$ cat config.mk
export PLATFORM = sky130hd
export DESIGN_NAME = ofm_top
export DESIGN_NICKNAME = d
export VERILOG_FILES = /design/src/hw/ofm_pkg.sv /design/src/hw/ofm_meas_counter.sv /design/src/hw/ofm_top.sv
export SDC_FILE = /design/constraint.sdc
export NUM_CORES = 1
export LEC_CHECK = 0
export ABC_AREA = 0
export BUFFER_PORTS_ARGS = -buffer_cell sky130_fd_sc_hd__buf_4
export CAP_MARGIN = 40
export CORE_ASPECT_RATIO = 2
export CORE_MARGIN = 2
export CORE_UTILIZATION = 30
export DETAILED_ROUTE_END_ITERATION = 8
export GPL_TIMING_DRIVEN = 0
export SETUP_SLACK_MARGIN = 0.4
export SYNTH_ARGS = -nofsm -noshare
export SYNTH_HDL_FRONTEND = slang
export SYNTH_SLANG_ARGS = --single-unit
$ cat constraint.sdc
create_clock -name aclk -period 2.9 [get_ports aclk]
set_input_delay 0.435 -clock aclk [delete_from_list [all_inputs] [get_ports aclk]]
set_output_delay 0.435 -clock aclk [all_outputs]
set_load 0.02 [all_outputs]
$ cat src/hw/ofm_pkg.sv
package ofm_pkg;
  localparam int LIMIT_W = 9;
  localparam logic [31:0] ADDR_KEY = 32'h4004_0800;
  localparam logic [31:0] ADDR_EN = 32'h4004_0804;
  localparam logic [31:0] ADDR_LOW_DIRECT = 32'h4004_0808;
  localparam logic [31:0] ADDR_LOW_MULT = 32'h4004_080C;
  localparam logic [31:0] ADDR_HIGH_DIRECT = 32'h4004_0810;
  localparam logic [31:0] ADDR_HIGH_MULT = 32'h4004_0814;
  localparam logic [7:0] KEY_UNLOCK = 8'hF9;
  localparam logic [7:0] KEY_LOCK = 8'h06;
  localparam logic [7:0] EN_ON = 8'hE4;
  localparam logic [7:0] EN_OFF = 8'h00;
  localparam logic [7:0] KEY_RESET = 8'h06;
  localparam logic [7:0] EN_RESET = 8'h00;
  localparam logic [8:0] LOW_DIRECT_RESET = 9'h010;
  localparam logic [8:0] LOW_MULT_RESET = 9'h0D1;
  localparam logic [8:0] HIGH_DIRECT_RESET = 9'h028;
  localparam logic [8:0] HIGH_MULT_RESET = 9'h139;
  // Reference clock cycles in one measurement window.
  localparam int MEAS_WINDOW = 64;
  localparam logic [1:0] RESP_OKAY = 2'h0;
  localparam logic [1:0] RESP_SLVERR = 2'h2;
  typedef enum logic [1:0] {
    LIM_LOW_DIRECT,
    LIM_LOW_MULT,
    LIM_HIGH_DIRECT,
    LIM_HIGH_MULT
  } ofm_lim_e;
endpackage

$ cat src/hw/ofm_meas_counter.sv
`timescale 1ns/1ps
// Counts rising edges of the sampled CPU clock over a fixed window of
// reference cycles, then presents a saturated count and a done pulse.
module ofm_meas_counter #(
  parameter int CNT_W = ofm_pkg::LIMIT_W,
  parameter int WIN = ofm_pkg::MEAS_WINDOW
) (
  input wire logic aclk,
  input wire logic aresetn,
  input wire logic run,
  input wire logic cpu_clk_in,
  output logic [CNT_W-1:0] count,
  output logic done
);
  localparam int WW = $clog2(WIN + 1);
  localparam logic [WW-1:0] WIN_LAST = WW'(WIN - 1);
  localparam logic [CNT_W-1:0] CNT_MAX = {CNT_W{1'b1}};

  logic [WW-1:0] win_ff, nxt_win;
  logic [CNT_W-1:0] edges_ff, nxt_edges;
  logic [CNT_W-1:0] count_ff, nxt_count;
  logic prev_ff, nxt_prev;
  logic done_ff, nxt_done;
  logic rise;

  always_comb
  begin
    nxt_prev = cpu_clk_in;
    rise = cpu_clk_in && !prev_ff;
    nxt_win = win_ff;
    nxt_edges = edges_ff;
    nxt_count = count_ff;
    nxt_done = 1'b0;
    if (!run)
    begin
      nxt_win = '0;
      nxt_edges = '0;
    end
    else if (win_ff == WIN_LAST)
    begin
      nxt_count = (rise && edges_ff != CNT_MAX) ? edges_ff + 1'b1 : edges_ff;
      nxt_done = 1'b1;
      nxt_win = '0;
      nxt_edges = '0;
    end
    else
    begin
      nxt_win = win_ff + 1'b1;
      if (rise && edges_ff != CNT_MAX)
      begin
        nxt_edges = edges_ff + 1'b1;
      end
    end
  end

  always_ff @(posedge aclk)
  begin
    if (!aresetn)
    begin
      win_ff <= '0;
      edges_ff <= '0;
      count_ff <= '0;
      prev_ff <= 1'b0;
      done_ff <= 1'b0;
    end
    else
    begin
      win_ff <= nxt_win;
      edges_ff <= nxt_edges;
      count_ff <= nxt_count;
      prev_ff <= nxt_prev;
      done_ff <= nxt_done;
    end
  end

  assign count = count_ff;
  assign done = done_ff;
endmodule

$ cat src/hw/ofm_top.sv
`timescale 1ns/1ps
// What this block does
// - Key 0xF9 unlocks enable and limit writes, 0x06 locks them.
// - Any other key value written is stored as the lock code.
// - Enable register starts monitoring on 0xE4, stops on 0x00, if unlocked.
// - Other values written to the enable register are discarded.
// - Enable register always reads back its contents.
// - Limit writes are blocked while monitoring is enabled.
// - Count outside the window asserts the I/O high-impedance reset.
// - Direct limits used with multiplier off, multiplied limits with it on.
// - Own registers survive the monitor reset; reset holds until in window.
// - A stopped clock holds internal state until oscillation restarts.
// - Monitor resets only outside STOP; STOP suspends detection.
// - A monitor reset with multiplier on forces the direct limit pair.
// - Bus reset sets key to 0x06 and enable to zero.
module ofm_top #(
  parameter int WIN = ofm_pkg::MEAS_WINDOW
) (
  input wire logic aclk,
  input wire logic aresetn,
  input wire logic [31:0] s_axi_awaddr,
  input wire logic [2:0] s_axi_awprot,
  input wire logic s_axi_awvalid,
  output logic s_axi_awready,
  input wire logic [31:0] s_axi_wdata,
  input wire logic [3:0] s_axi_wstrb,
  input wire logic s_axi_wvalid,
  output logic s_axi_wready,
  output logic [1:0] s_axi_bresp,
  output logic s_axi_bvalid,
  input wire logic s_axi_bready,
  input wire logic [31:0] s_axi_araddr,
  input wire logic [2:0] s_axi_arprot,
  input wire logic s_axi_arvalid,
  output logic s_axi_arready,
  output logic [31:0] s_axi_rdata,
  output logic [1:0] s_axi_rresp,
  output logic s_axi_rvalid,
  input wire logic s_axi_rready,
  input wire logic cpu_clk_in,
  input wire logic multiplier_active,
  input wire logic stop_mode,
  output logic io_hiz_reset,
  output logic clock_stop_hold
);
  localparam int LW = ofm_pkg::LIMIT_W;

  logic [7:0] key_ff, nxt_key;
  logic [7:0] en_ff, nxt_en;
  logic [LW-1:0] lim_ff [4];
  logic [LW-1:0] nxt_lim [4];
  logic bvalid_ff, nxt_bvalid;
  logic [1:0] bresp_ff, nxt_bresp;
  logic rvalid_ff, nxt_rvalid;
  logic [1:0] rresp_ff, nxt_rresp;
  logic [31:0] rdata_ff, nxt_rdata;
  logic rst_ff, nxt_rst;
  logic force_direct_ff, nxt_force_direct;
  logic stopped_ff, nxt_stopped;

  logic wr_fire, rd_fire, unlocked, monitoring, active, use_mult;
  logic wr_key, wr_en, wr_ok_en, wr_lim_any, wr_lim_ok;
  logic [3:0] wr_lim;
  logic [LW-1:0] lo_lim, hi_lim, meas_count;
  logic meas_done, outside;

  assign wr_fire = s_axi_awvalid && s_axi_wvalid && !bvalid_ff;
  assign rd_fire = s_axi_arvalid && !rvalid_ff;
  assign s_axi_awready = wr_fire;
  assign s_axi_wready = wr_fire;
  assign s_axi_arready = !rvalid_ff;

  assign unlocked = key_ff == ofm_pkg::KEY_UNLOCK;
  assign monitoring = en_ff == ofm_pkg::EN_ON;
  assign active = monitoring && !stop_mode;
  assign wr_key = wr_fire && s_axi_awaddr == ofm_pkg::ADDR_KEY
    && s_axi_wstrb[0];
  assign wr_en = wr_fire && s_axi_awaddr == ofm_pkg::ADDR_EN
    && s_axi_wstrb[0];
  assign wr_ok_en = wr_en && unlocked
    && (s_axi_wdata[7:0] == ofm_pkg::EN_ON
    || s_axi_wdata[7:0] == ofm_pkg::EN_OFF);
  assign wr_lim_any = |wr_lim;
  assign wr_lim_ok = unlocked && !monitoring;

  genvar gi;
  generate
    for (gi = 0; gi < 4; gi++)
    begin : g_lim
      assign wr_lim[gi] = wr_fire && s_axi_awaddr
        == ofm_pkg::ADDR_LOW_DIRECT + 32'(4 * gi);
    end
  endgenerate

  always_comb
  begin
    nxt_key = key_ff;
    nxt_en = en_ff;
    nxt_lim = lim_ff;
    if (wr_key)
    begin
      nxt_key = (s_axi_wdata[7:0] == ofm_pkg::KEY_UNLOCK)
        ? ofm_pkg::KEY_UNLOCK : ofm_pkg::KEY_LOCK;
    end
    if (wr_ok_en)
    begin
      nxt_en = s_axi_wdata[7:0];
    end
    for (int i = 0; i < 4; i++)
    begin
      if (wr_lim[i] && wr_lim_ok)
      begin
        if (s_axi_wstrb[0])
        begin
          nxt_lim[i][7:0] = s_axi_wdata[7:0];
        end
        if (s_axi_wstrb[1])
        begin
          nxt_lim[i][LW-1:8] = s_axi_wdata[LW-1:8];
        end
      end
    end
  end

  // Bus answers: protected writes complete with OKAY but store nothing.
  always_comb
  begin
    nxt_bvalid = bvalid_ff;
    nxt_bresp = bresp_ff;
    nxt_rvalid = rvalid_ff;
    nxt_rresp = rresp_ff;
    nxt_rdata = rdata_ff;
    if (bvalid_ff && s_axi_bready)
    begin
      nxt_bvalid = 1'b0;
    end
    if (wr_fire)
    begin
      nxt_bvalid = 1'b1;
      nxt_bresp = (wr_key || wr_en || wr_lim_any
        || s_axi_awaddr == ofm_pkg::ADDR_KEY
        || s_axi_awaddr == ofm_pkg::ADDR_EN)
        ? ofm_pkg::RESP_OKAY : ofm_pkg::RESP_SLVERR;
    end
    if (rvalid_ff && s_axi_rready)
    begin
      nxt_rvalid = 1'b0;
    end
    if (rd_fire)
    begin
      nxt_rvalid = 1'b1;
      nxt_rresp = ofm_pkg::RESP_OKAY;
      unique case (s_axi_araddr)
        ofm_pkg::ADDR_KEY: nxt_rdata = {24'h00_0000, key_ff};
        ofm_pkg::ADDR_EN: nxt_rdata = {24'h00_0000, en_ff};
        ofm_pkg::ADDR_LOW_DIRECT:
          nxt_rdata = {23'h00_0000, lim_ff[ofm_pkg::LIM_LOW_DIRECT]};
        ofm_pkg::ADDR_LOW_MULT:
          nxt_rdata = {23'h00_0000, lim_ff[ofm_pkg::LIM_LOW_MULT]};
        ofm_pkg::ADDR_HIGH_DIRECT:
          nxt_rdata = {23'h00_0000, lim_ff[ofm_pkg::LIM_HIGH_DIRECT]};
        ofm_pkg::ADDR_HIGH_MULT:
          nxt_rdata = {23'h00_0000, lim_ff[ofm_pkg::LIM_HIGH_MULT]};
        default:
        begin
          nxt_rdata = 32'h0000_0000;
          nxt_rresp = ofm_pkg::RESP_SLVERR;
        end
      endcase
    end
  end

  ofm_meas_counter #(
    .CNT_W(LW),
    .WIN(WIN)
  ) u_meas (
    .aclk(aclk),
    .aresetn(aresetn),
    .run(active),
    .cpu_clk_in(cpu_clk_in),
    .count(meas_count),
    .done(meas_done)
  );

  assign use_mult = multiplier_active && !force_direct_ff;
  assign lo_lim = use_mult ? lim_ff[ofm_pkg::LIM_LOW_MULT]
    : lim_ff[ofm_pkg::LIM_LOW_DIRECT];
  assign hi_lim = use_mult ? lim_ff[ofm_pkg::LIM_HIGH_MULT]
    : lim_ff[ofm_pkg::LIM_HIGH_DIRECT];
  assign outside = meas_count < lo_lim || meas_count > hi_lim;

  // The monitor reset is an output only; it never clears these registers.
  always_comb
  begin
    nxt_rst = rst_ff;
    nxt_stopped = stopped_ff;
    nxt_force_direct = force_direct_ff;
    if (!active)
    begin
      nxt_rst = 1'b0;
      nxt_stopped = 1'b0;
    end
    else if (meas_done)
    begin
      nxt_rst = outside;
      nxt_stopped = meas_count == '0;
    end
    if (nxt_rst && !rst_ff && multiplier_active)
    begin
      nxt_force_direct = 1'b1;
    end
    else if (!multiplier_active)
    begin
      nxt_force_direct = 1'b0;
    end
  end

  always_ff @(posedge aclk)
  begin
    if (!aresetn)
    begin
      key_ff <= ofm_pkg::KEY_RESET;
      en_ff <= ofm_pkg::EN_RESET;
      lim_ff[ofm_pkg::LIM_LOW_DIRECT] <= ofm_pkg::LOW_DIRECT_RESET;
      lim_ff[ofm_pkg::LIM_LOW_MULT] <= ofm_pkg::LOW_MULT_RESET;
      lim_ff[ofm_pkg::LIM_HIGH_DIRECT] <= ofm_pkg::HIGH_DIRECT_RESET;
      lim_ff[ofm_pkg::LIM_HIGH_MULT] <= ofm_pkg::HIGH_MULT_RESET;
      bvalid_ff <= 1'b0;
      bresp_ff <= ofm_pkg::RESP_OKAY;
      rvalid_ff <= 1'b0;
      rresp_ff <= ofm_pkg::RESP_OKAY;
      rdata_ff <= 32'h0000_0000;
      rst_ff <= 1'b0;
      force_direct_ff <= 1'b0;
      stopped_ff <= 1'b0;
    end
    else
    begin
      key_ff <= nxt_key;
      en_ff <= nxt_en;
      lim_ff <= nxt_lim;
      bvalid_ff <= nxt_bvalid;
      bresp_ff <= nxt_bresp;
      rvalid_ff <= nxt_rvalid;
      rresp_ff <= nxt_rresp;
      rdata_ff <= nxt_rdata;
      rst_ff <= nxt_rst;
      force_direct_ff <= nxt_force_direct;
      stopped_ff <= nxt_stopped;
    end
  end

  assign s_axi_bvalid = bvalid_ff;
  assign s_axi_bresp = bresp_ff;
  assign s_axi_rvalid = rvalid_ff;
  assign s_axi_rresp = rresp_ff;
  assign s_axi_rdata = rdata_ff;
  assign io_hiz_reset = rst_ff;
  assign clock_stop_hold = stopped_ff;
endmodule
Word level (Yosys, flattened, before mapping). Index checks and enable logic that the tools add are counted.

$add $sub $neg: 2. Magnitude comparators: 2. Equality and inequality tests: 19. Muxes and demuxes: 16. Bitwise gates (word level): 2. Reductions and logical operators: 56.

Operator list (count): == test 32 x 31 -> 1 bit, second input constant (12); one-hot mux 9 bit (6 select lines) (1); == test 8 bit, second input constant (4); two-way mux 9 bit (3); logical AND 1 bit (26); AND reduction 2 bit (10); adder 9 x 1 -> 9 bit, second input constant (1); greater-than comparator 9 bit (1); zero test 9 bit (1); < comparator 9 bit (1); two-way mux 1 bit (9); != test 9 bit, second input constant (1); zero test 8 bit (1); two-way mux 8 bit (1); adder 7 x 1 -> 7 bit, second input constant (1); == test 7 x 6 -> 1 bit, second input constant (1); zero test 1 bit (7); logical OR 1 bit (6); OR reduction 6 bit (1); two-way mux 2 bit (2); nonzero test 2 bit (2); OR reduction 4 bit (1); OR reduction 3 bit (1); != test 2 x 1 -> 1 bit, second input constant (1); NOT 1 bit (2).

Flip-flop bits (word level): 120. Input bits: 116. Output and inout bits: 43. Logic and storage cells: 120.

Depth between registers and ports, before layout. Gate-level depths: netlist of the first run.

Depth after elaboration: 10. Depth in mapped cells: 11. Depth with buffers taken out: 9.

By module. From an unflattened synthesis of the first run, not the netlist that was laid out.

Cell total of the unflattened synthesis: 536. Area total of the unflattened synthesis: 4958.5 um^2.

Modules (own cells, without submodules): ofm_top (times used 1, cells each 432, area an instance 3910.0 um^2, sequential area each 1241.2 um^2); ofm_meas_counter (times used 1, cells each 104, area an instance 1048.5 um^2, sequential area each 540.5 um^2).

Worst setup path after synthesis of the first run. OpenSTA, ideal clock, no wires.

Path kind: input-to-reg. From: in multiplier_active. To: reg force_direct_ff. Library setup time: 126 ps. Arrival: 2524 ps. Required time: 2774 ps. Setup slack: 250 ps. Stages: 11. Buffers on the path: 2. Cell sequence: nand2b_1 -> clkbuf_1 -> clkbuf_1 -> mux2i_1 -> ha_1 -> nand2_1 -> nor2_1 -> a211oi_1 -> o21ai_0 -> a22oi_1 -> o21ai_0.

Cells in the longest elaborated chain, start to end: 9. Elaborated cells between the ends (all ways): 12. Those cells by class: 2 x order compare; 1 x eq/ne; 5 x mux; 4 x reduce/logical.

Ends and longest elaborated chain: start, declared (line ofm_top.sv:41) `input wire logic multiplier_active,`; logical AND 1 bit (line ofm_top.sv:185) `assign use_mult = multiplier_active && !force_direct_ff;`; two-way mux 9 bit, on equally long branches (line ofm_top.sv:186, ofm_top.sv:188); < comparator 9 bit / greater-than comparator 9 bit (equally long branches) (line ofm_top.sv:190) `assign outside = meas_count < lo_lim || meas_count > hi_lim;`; logical OR 1 bit (line ofm_top.sv:190); two-way mux 1 bit (line ofm_top.sv:203) `else if (meas_done)`; two-way mux 1 bit (line ofm_top.sv:198) `if (!active)`; logical AND 1 bit (2 in a row) (line ofm_top.sv:208) `if (nxt_rst && !rst_ff && multiplier_active)`; != test 2 x 1 -> 1 bit (no line) / two-way mux 1 bit (equally long branches); end signal, assigned (line ofm_top.sv:248) `force_direct_ff <= nxt_force_direct;`; end, declared (line ofm_top.sv:58) `logic force_direct_ff, nxt_force_direct;`.

Parallel ways exist; a longest one is shown, timed or not. A chain may end at the register's enable or synchronous reset.

Worst setup path after layout of the first run.
From: reg force_direct_ff. To: reg force_direct_ff.

Cells in the longest elaborated chain, start to end: 10. Elaborated cells between the ends (all ways): 13. Those cells by class: 2 x order compare; 1 x eq/ne; 5 x mux; 5 x reduce/logical.

Ends and longest elaborated chain (line): zero test 1 bit (*) (ofm_top.sv:185); logical AND 1 bit (*) (ofm_top.sv:185); two-way mux 9 bit, on equally long branches (ofm_top.sv:186, ofm_top.sv:188); < comparator 9 bit / greater-than comparator 9 bit (equally long branches) (ofm_top.sv:190); logical OR 1 bit (*) (ofm_top.sv:190); two-way mux 1 bit (*) (ofm_top.sv:203); two-way mux 1 bit (*) (ofm_top.sv:198); logical AND 1 bit (*) (2 in a row) (ofm_top.sv:208); != test 2 x 1 -> 1 bit (no line) / two-way mux 1 bit (equally long branches).

Mark *: on every way between the ends. The rest lies on a longest branch, timed or not.

==> results of run 1 <==
==> routing by layer <==
layer / vias up / track usage
met2: 159 / 0.367
met4: 0 / 0.117
met1: 2008 / 0.136
li1: 2066 / -
met3: 38 / 0.0268
met5: - / 0
==> power by group <==
| group | total [W] | switching (W) | internal, W |
|---|---|---|---|
| Clock | 0.00134 | 0.000480 | 0.000861 |
| Combinational | 0.000311 | 0.000160 | 0.000151 |
| Sequential | 0.00123 | 0.00000327 | 0.00123 |
==> Yosys cell counts, types with 2 or more instances <==
library cell / number
mux2_2: 9
nand2_1: 40
clkbuf_1: 18
nand4_1: 7
nor3b_1: 5
nand2b_1: 4
buf_4: 26
a21oi_1: 21
nor3_1: 8
a211oi_1: 13
xnor2_1: 6
nor4_1: 12
o22ai_1: 5
nor2_1: 64
and3b_1: 2
o221ai_1: 4
nand3_1: 13
and3_1: 5
a22oi_1: 5
a21o_1: 2
ha_1: 20
mux2i_1: 61
inv_1: 7
and2_1: 7
dfxtp_1: 89
a31oi_1: 2
nand3b_1: 2
nand3_2: 4
o21ai_0: 6
nand4b_1: 4
nor2b_1: 6
a22o_1: 9
nor4b_1: 5
xor2_1: 5
==> stage by stage <==
stage	hold slack (ns)	instance area, um^2	TNS [ns]	cells	worst slack (ns)
finish	0.273	6210	0	851	0.545
global route	0.279	6210	0	851	0.329
CTS	0.273	6140	0	847	0.412
detailed placement	0.437	5740	-1.23	831	-0.633
global placement	0.435	5740	-1.17	831	-0.600
floorplan	0.418	4750	0	535	0.420
==> worst reg2reg max path: stages (launching register included) <==
cell       delay, ns
dfxtp_1         0.32
nand2b_1        0.11
clkbuf_8        0.19
clkbuf_16       0.19
mux2i_4         0.33
ha_4            0.26
nand2_1         0.06
nor2_1          0.05
a211oi_2        0.22
o21ai_1         0.12
a22oi_2         0.28
o21ai_0         0.12
==> logic make-up after synthesis <==
logic type      Yosys count  share of synthesized area
buf+inv                  53                     0.0639
flops                    89                      0.382
fa+ha+maj                20                     0.0537
other cells               1                   0.000804
simple gates            195                      0.222
xor+xnor                 11                     0.0207
mux                      70                      0.153
compound gates           72                      0.104
==> worst max path at each step <==
stage	from	end	slack (ns)	cells after the start
floorplan	multiplier_active	force_direct_ff$_SDFFE_PN0P_	0.42	11
global placement	multiplier_active	force_direct_ff$_SDFFE_PN0P_	-0.60	12
detailed placement	multiplier_active	force_direct_ff$_SDFFE_PN0P_	-0.63	12
CTS	en_ff[2]$_SDFFE_PN0P_	u_meas.edges_ff[5]$_SDFF_PP0_	0.41	6
global route	s_axi_bvalid$_SDFFE_PN0P_	lim_ff[12]$_SDFFE_PN1P_	0.33	7
finish	force_direct_ff$_SDFFE_PN0P_	force_direct_ff$_SDFFE_PN0P_	0.55	11
==> state kept, by name, indices dropped and copies added, names as in the netlist <==
| signal | flops |
|---|---|
| key_ff | 2 |
| clock_stop_hold | 1 |
| io_hiz_reset | 1 |
| s_axi_rresp | 1 |
| force_direct_ff | 1 |
| u_meas.prev_ff | 1 |
| s_axi_bresp | 1 |
| en_ff | 8 |
| u_meas.count | 9 |
| u_meas.done | 1 |
| s_axi_bvalid | 1 |
| u_meas.edges_ff | 9 |
| s_axi_rvalid | 1 |
| lim_ff | 36 |
| s_axi_rdata | 9 |
| u_meas.win_ff | 7 |
==> layout make-up <==
type | instances | area (um^2)
fill | 1503 | 9000
clock inverter | 6 | 105
clock buffer | 10 | 239
inverter | 7 | 26.3
multi-input combinational | 393 | 2750
sequential | 89 | 1780
buffer | 46 | 303
timing repair buffer | 102 | 766
tap | 198 | 248
==> what timing repair did <==
item,CTS,global route
setup buffers,0,4
setup endpoints to repair,2,30
pin swaps,1,1
gates resized for setup,11,7
==> impl_metrics.ini, run 1 <==
[final_layout]
syn2layout_area_growth_pct = 33.3
layout-drive-gt1-share = 0.265
diodes = 0
final_cell_mix = buf_4 (128), dfxtp_1 (89), nor2_1 (64), mux2i_1 (59), nand2_1 (40)
layout_commonest_cell = buf_4
final_util = 0.408
nNetsFinal = 784

[route]
wl_met2_mm = 8.61
top_layer = met4
wl_per_cell_um = 17.0
drcViolationCount = 0
route.antenna.remaining_nets = 0
met1_length_mm = 4.50
vias = 4271
viasPerCell = 5.02
drt-initial-drc-count = 195
wirelength_mm = 14.5
wl_met3_um = 650
dr.pass1.iters = 4

[synthesis]
synth_cell_type_count = 49
ys_top_cells_by_area = dfxtp_1 (38%), mux2i_1 (13%), ha_1 (5.4%)
syn_inst = 511
synthArstFlopShare = 0
syn_area_per_cell_um2 = 9.12
yosysSeqAreaShare = 0.382
ys_ff_latch = 89
syn-cell-area_um2 = 4660
synth_area_leader_cell = dfxtp_1
ys.flop_type = dfxtp_1
yosysWarnings = 0
synth_top_area_share = 0.382
synth_edf_count = 0

[worst_hold_path]
min_delay_path_depth = 2
holdCritPathClass = in -> reg
hp-start = s_axi_rready
min_to = s_axi_rvalid$_SDFFE_PN0P_

[critical_path]
crit_buf_inv = 2
start_kind = flip-flop
crit_arrival_ns = 2.58
slowest_stage = dfxtp_1
cp.required_ns = 3.13
cpPeakStageDelay_ns = 0.32
crit_chain = nand2b_1 -> clkbuf_8 -> clkbuf_16 -> mux2i_4 -> ha_4 -> nand2_1 -> nor2_1 -> a211oi_2 -> o21ai_1 -> a22oi_2 -> o21ai_0
r2r_slack_ns = 0.55
critPathKind = reg -> reg
reg2reg_depth = 11
regToRegEndpoint = force_direct_ff$_SDFFE_PN0P_
r2r_start = force_direct_ff$_SDFFE_PN0P_
cp-end-kind = flip-flop
critical_path.top_delay_family = compound AO/OA/AOI/OAI gates
critical_path.max_fanout = 9

[clock_tree]
cts.sinks = 89
cts_tree = yes
clk_pin_slew_ns = 0.06
cts_buffer_depth = 2
hold_buffers = 0
cts_root_buffer = clkbuf_16
cts_buffers = 9
clk_latency_ns = 0.35
h-tree-depth = 3

[placed_design]
place_hpwl_mm = 11.8
portBuffers = 98
gp_congestion = 0.877

[timing]
fmax_mhz = 425
post-route-period-util = 0.812
drv_slew = 0
fin_crit_ns = 2.35
fin_skew_ns = 0.00600
rsz0062_at_grt = yes
slew_headroom = 0.471
final_hold_viol_count = 0
tightest_slew_ns = 0.793
finalSetupViolCount = 0

[pwr]
leakagePower_nw = 2.81
fin_total_pwr_w = 0.00288
power_density_nw_per_um2 = 464
ir_drop_mv = 0.246

[die]
die_area_um2 = 16600
die_y_um = 180
ios = 159
core_um2 = 15200
die_w_um = 92.1
start_util = 0.306
rows = 64

[grt]
grt-ovfl-total = 0
grt_pass1_wl_mm = 22.3
grt_pass1_vias = 4483
grtUsageTotal = 0.175
antenna_found_initial = 0
grt_max_degree = 15

[run]
drv_cap = 0

[outcome]
run_status = finished, final reports clean
Note: power is estimated with default switching activity, not from simulation.
==> run 2: changes to the inputs <==
--- a/config.mk
+++ b/config.mk
@@ -5,7 +5,7 @@
 export SDC_FILE = /design/constraint.sdc
 export NUM_CORES = 1
 export LEC_CHECK = 0
-export ABC_AREA = 0
+export ABC_AREA = 1
 export BUFFER_PORTS_ARGS = -buffer_cell sky130_fd_sc_hd__buf_4
 export CAP_MARGIN = 40
 export CORE_ASPECT_RATIO = 2
==> constraint.sdc (replaced) <==
create_clock -name aclk -period 2 [get_ports aclk]
set_input_delay 0.3 -clock aclk [delete_from_list [all_inputs] [get_ports aclk]]
set_output_delay 0.3 -clock aclk [all_outputs]
set_load 0.02 [all_outputs]
==> impl_metrics.ini, run 2 <==
[timing]
post-route-period-util = 0.976
rsz0062_at_grt = yes
tightest_slew_ns = 0.715
slew_headroom = 0.519
fin_crit_ns = 1.95
whs_ns = 0.133
final_hold_viol_count = 0
fin_skew_ns = 0.00608
fmax_mhz = 512
drv_slew = 0
finalSetupViolCount = 0

[route]
wirelength_mm = 18.1
route.antenna.remaining_nets = 0
wl_per_cell_um = 15.0
drt-initial-drc-count = 356
vias = 5738
drcViolationCount = 0
viasPerCell = 4.74
dr.pass1.iters = 5

[die]
start_util = 0.304
ios = 159
die_w_um = 98.8
rows = 69
die_area_um2 = 19100
die_y_um = 194
core_um2 = 17700

[synthesis]
syn-cell-area_um2 = 5390
synth_top_area_share = 0.331
synth_area_leader_cell = dfxtp_1
syn_inst = 814
ys.flop_type = dfxtp_1
yosysSeqAreaShare = 0.331
ys_top_cells_by_area = dfxtp_1 (33%), nand2_1 (13%), nor2_1 (9.0%)
syn_area_per_cell_um2 = 6.62
yosys-top-cells-count = nand2_1 (193), nor2_1 (129), inv_1 (109), dfxtp_1 (89), nand3_1 (65)
synth.most_common_cell = nand2_1
yosysWarnings = 0
synth_cell_type_count = 42
ys_ff_latch = 89
synthArstFlopShare = 0
synth_edf_count = 0

[grt]
grt-ovfl-total = 0
grt_pass1_vias = 5123
grtUsageTotal = 0.177
antenna_found_initial = 0
grt_pass1_wl_mm = 26.2
grt_max_degree = 15

[final_layout]
layout_commonest_cell = nand2_1
diodes = 0
syn2layout_area_growth_pct = 47.3
largest_register_ffs = 36
layout-drive-gt1-share = 0.339
top_register = lim_ff
nNetsFinal = 1130
layout.cells.non_filler = 1211
final_cell_mix = nand2_1 (167), buf_4 (153), nor2_1 (110), inv_1 (102), dfxtp_1 (81)

[clock_tree]
cts.sinks = 89
cts_buffer_depth = 2
cts_buffers = 9
clk_latency_ns = 0.35
clk_pin_slew_ns = 0.07
cts_root_buffer = clkbuf_16
cts_tree = yes
h-tree-depth = 3

[critical_path]
cp-end-kind = flip-flop
cp.required_ns = 2.22
critical_path.max_fanout = 6
r2r_start = force_direct_ff$_SDFFE_PN0P_
critPathKind = reg -> reg
critPathLaunch = force_direct_ff$_SDFFE_PN0P_
start_kind = flip-flop
crit_arrival_ns = 2.17

[run]
drv_cap = 0

[worst_hold_path]
hp-start = cpu_clk_in
holdCritPathClass = in -> reg

[placed_design]
portBuffers = 101
gp_congestion = 0.905
place_hpwl_mm = 13.4
dp.cells = 1152

[pwr]
ir_drop_mv = 0.617
power_density_nw_per_um2 = 546
leakagePower_nw = 3.85

[outcome]
run_status = finished, final reports clean
## run 2: cell types whose count changed after synthesis, moves of 10 or more
cell / previous run / this run
nand2_1: 40 / 193
o21ai_0: 6 / 35
inv_1: 7 / 109
mux2i_1: 61 / 4
nor2_4: 0 / 10
a21oi_1: 21 / 35
nand3_1: 13 / 65
a211oi_1: 13 / 1
clkbuf_1: 18 / 7
nor2_1: 64 / 129
## run 2: critical path, cell delays in order, from the launching register on
cell and delay, ns:
dfxtp_2 0.33, inv_4 0.07, nand2_8 0.09, buf_16 0.16
mux2i_4 0.18, ha_1 0.30, nand2_1 0.08, o21ai_0 0.19
nand2_1 0.09, nand3_2 0.11, nand3_2 0.10, nand2_1 0.07
nor2_1 0.04
## run 2: worst paths after layout
kind                            endpoint  slack [ns]  cells after the start
max              io_hiz_reset$_SDFF_PN0_        0.05                     12
min reg2reg  u_meas.win_ff[0]$_SDFF_PP0_        0.46                      1
max reg2reg      io_hiz_reset$_SDFF_PN0_        0.05                     12
min            u_meas.prev_ff$_SDFF_PN0_        0.13                      3
## run 2: cell families after synthesis
family	after synthesis	share of synthesized area
other cells	1	0.000696
flops	89	0.331
compound gates	89	0.0980
fa+ha+maj	20	0.0464
simple gates	440	0.364
buf+inv	162	0.138
mux	4	0.00743
xor+xnor	9	0.0146
## run 2: report_power, final
group | leakage (nW) | internal [W] | switching, W
Clock | 0.172 | 0.00129 | 0.000725
Sequential | 0.722 | 0.00178 | 0.00000353
Combinational | 2.96 | 0.000255 | 0.000283
## run 2: layout make-up
type                       instances  area, um^2
clock inverter                     4        98.8
sequential                        89        1790
inverter                         114         445
fill                            1777        9760
timing repair buffer             145        1210
clock buffer                      11         253
buffer                            48         397
tap                              213         267
multi-input combinational        587        3470
## run 2: layer usage
layer,global-route usage,up-vias,share of wire
li1,-,2881,-
met1,0.160,2614,0.32
met2,0.341,189,0.56
met3,0.0246,54,0.045
met4,0.129,0,0.071
met5,0,-,0
## run 2: timing repair
action	CTS	global route
hold buffers	0	0
hold endpoints to repair	0	0
buffers inserted	22	16
cloned	4	2
pin swaps	21	48
endpoints found under the setup margin	40	65
resized for setup	62	105
## run 2: through the flow
| step | worst slack (ns) | instance area [um^2] | total power (W) | utilization | TNS [ns] |
|---|---|---|---|---|---|
| floorplan | 0.254 | 5540 | 0.00205 | - | 0 |
| global placement | -0.301 | 6570 | 0.00226 | 0.371 | -0.534 |
| detailed placement | -0.319 | 6570 | 0.00227 | 0.371 | -0.577 |
| CTS | 0.0635 | 7400 | 0.00432 | 0.418 | 0 |
| global route | -0.0797 | 7930 | 0.00447 | 0.448 | -0.159 |
| finish | 0.0473 | 7930 | 0.00433 | 0.448 | 0 |
==> run 3: changes to the inputs <==
--- a/config.mk
+++ b/config.mk
@@ -5,7 +5,6 @@
 export SDC_FILE = /design/constraint.sdc
 export NUM_CORES = 1
 export LEC_CHECK = 0
-export ABC_AREA = 1
 export BUFFER_PORTS_ARGS = -buffer_cell sky130_fd_sc_hd__buf_4
 export CAP_MARGIN = 40
 export CORE_ASPECT_RATIO = 2
==> impl_metrics.ini, run 3 (synthesis gave the netlist of run 1 again) <==
[worst_hold_path]
min_to = s_axi_rvalid$_SDFFE_PN0P_
holdCritPathClass = in -> reg
hp-start = s_axi_rready
min_delay_path_depth = 2

[pwr]
power_density_nw_per_um2 = 575
ir_drop_mv = 0.352
leakagePower_nw = 3.22

[clock_tree]
clk_latency_ns = 0.34
cts.sinks = 89
cts_tree = yes
cts_root_buffer = clkbuf_16
hold_buffers = 0
cts_buffers = 9
clk_pin_slew_ns = 0.06
cts_buffer_depth = 2
h-tree-depth = 3

[outcome]
violations = setup timing
run_status = complete, but fails checks

[grt]
grt-ovfl-total = 0
grtUsageTotal = 0.179
antenna_found_initial = 0
grt_pass1_vias = 4506
grt_pass1_wl_mm = 23.0
grt_max_degree = 14

[die]
die_area_um2 = 16600
die_y_um = 180
ios = 159
start_util = 0.306
core_um2 = 15200
rows = 64
die_w_um = 92.1

[critical_path]
crit_arrival_ns = 2.44
critPathMostFrequentCell = clkbuf_16
start_kind = flip-flop
slowest_stage = mux2i_1
regToRegEndpoint = force_direct_ff$_SDFFE_PN0P_
r2r_start = force_direct_ff$_SDFFE_PN0P_
cp.required_ns = 2.26
cp-end-kind = flip-flop
reg2reg_depth = 9
cpPeakStageDelay_ns = 0.39
r2r_slack_ns = -0.17
critical_path.max_fanout = 10
critPathLaunch = force_direct_ff$_SDFFE_PN0P_
crit_chain = nand2b_4 -> clkbuf_16 -> clkbuf_16 -> mux2i_1 -> ha_1 -> a21o_1 -> a21oi_1 -> a22oi_2 -> o21ai_1
critPathKind = reg -> reg

[placed_design]
place_hpwl_mm = 11.5
pre_cts_ws_ns = -0.656
portBuffers = 98
gp_congestion = 0.902
dp.cells = 831

[timing]
fmax_mhz = 460
worst_slack_ns = -0.174
fin_skew_ns = 0.00783
slew_headroom = 0.554
rsz0062_at_grt = yes
finalSetupViolCount = 2
drv_slew = 0
post-route-period-util = 1.09
tightest_slew_ns = 0.669
final_hold_viol_count = 0
tns_ns = -0.343
fin_crit_ns = 2.17

[route]
dr.pass1.iters = 4
wl_per_cell_um = 17.4
drt-initial-drc-count = 170
drcViolationCount = 0
route.antenna.remaining_nets = 0
wirelength_mm = 15.4
vias = 4384
viasPerCell = 4.94

[final_layout]
final_cell_mix = buf_4 (145), dfxtp_1 (72), nor2_1 (57), mux2i_1 (55), nand2_1 (33)
diodes = 0
regArea_um2 = 1810
syn2layout_area_growth_pct = 55.8
final.fill_count = 1440
multi_input_area_um2 = 3320
nNetsFinal = 822
top_register = lim_ff
largest_register_ffs = 36
layout-drive-gt1-share = 0.433
layout.cells.non_filler = 888
layout_commonest_cell = buf_4

[run]
drv_cap = 0
## run 3: metrics by stage
step	hold slack, ns	total power [W]	area, um^2	util
2_1_floorplan	0.399	0.00206	5030	-
3_3_place_gp	0.431	0.00227	6010	0.395
3_5_place_dp	0.441	0.00228	6010	0.395
4_1_cts	0.138	0.00415	6890	0.453
5_1_grt	0.134	0.00430	7260	0.477
6_report	0.145	0.00417	7260	0.477
## run 3: worst max-delay path: cells and delay by family, from the launching register on
family / cells / cell delay (ns)
flip-flops: 1 / 0.32
AO/OA/AOI/OAI: 4 / 0.62
adder cells (fa/ha/maj): 1 / 0.32
AND/OR/NAND/NOR: 1 / 0.12
multiplexers: 1 / 0.39
buffers and inverters: 2 / 0.33
## run 3: layout make-up
cell class	count	share of cell area
well taps	198	0.0341
plain buffers	46	0.0488
clock inverters	2	0.00827
multi-input cells	393	0.457
clock buffers	13	0.0372
repair buffers	140	0.162
flip-flops and latches	89	0.250
inverters	7	0.00362
## run 3: metal layers
layer	GRT usage	up-vias	wire length [um]	part of all wire
met5	0	-	0	0
met4	0.0967	0	566	0.037
met3	0.0322	28	603	0.039
met2	0.371	129	9300	0.60
met1	0.151	2086	4960	0.32
li1	-	2141	-	-
## run 3: what timing repair did
| item | in CTS | in global routing |
|---|---|---|
| hold endpoints to repair | 0 | 0 |
| resized for setup | 61 | 62 |
| cloned | 4 | 0 |
| setup buffers | 25 | 13 |
| pin swaps | 32 | 31 |
| setup endpoints to repair | 76 | 83 |
## run 3: worst max-delay path by stage
stage / endpoint / slack [ns] / depth (start not counted)
floorplan: lim_ff[12]$_SDFFE_PN1P_ / -0.05 / 7
global placement: force_direct_ff$_SDFFE_PN0P_ / -0.61 / 12
detailed placement: force_direct_ff$_SDFFE_PN0P_ / -0.66 / 12
CTS: force_direct_ff$_SDFFE_PN0P_ / -0.22 / 11
global route: force_direct_ff$_SDFFE_PN0P_ / -0.24 / 11
finish: force_direct_ff$_SDFFE_PN0P_ / -0.17 / 9
## run 3: report_power, final
part	switching [W]	total, W	internal (W)
Sequential	0.00000460	0.00178	0.00177
Clock	0.000676	0.00187	0.00119
Combinational	0.000263	0.000527	0.000264
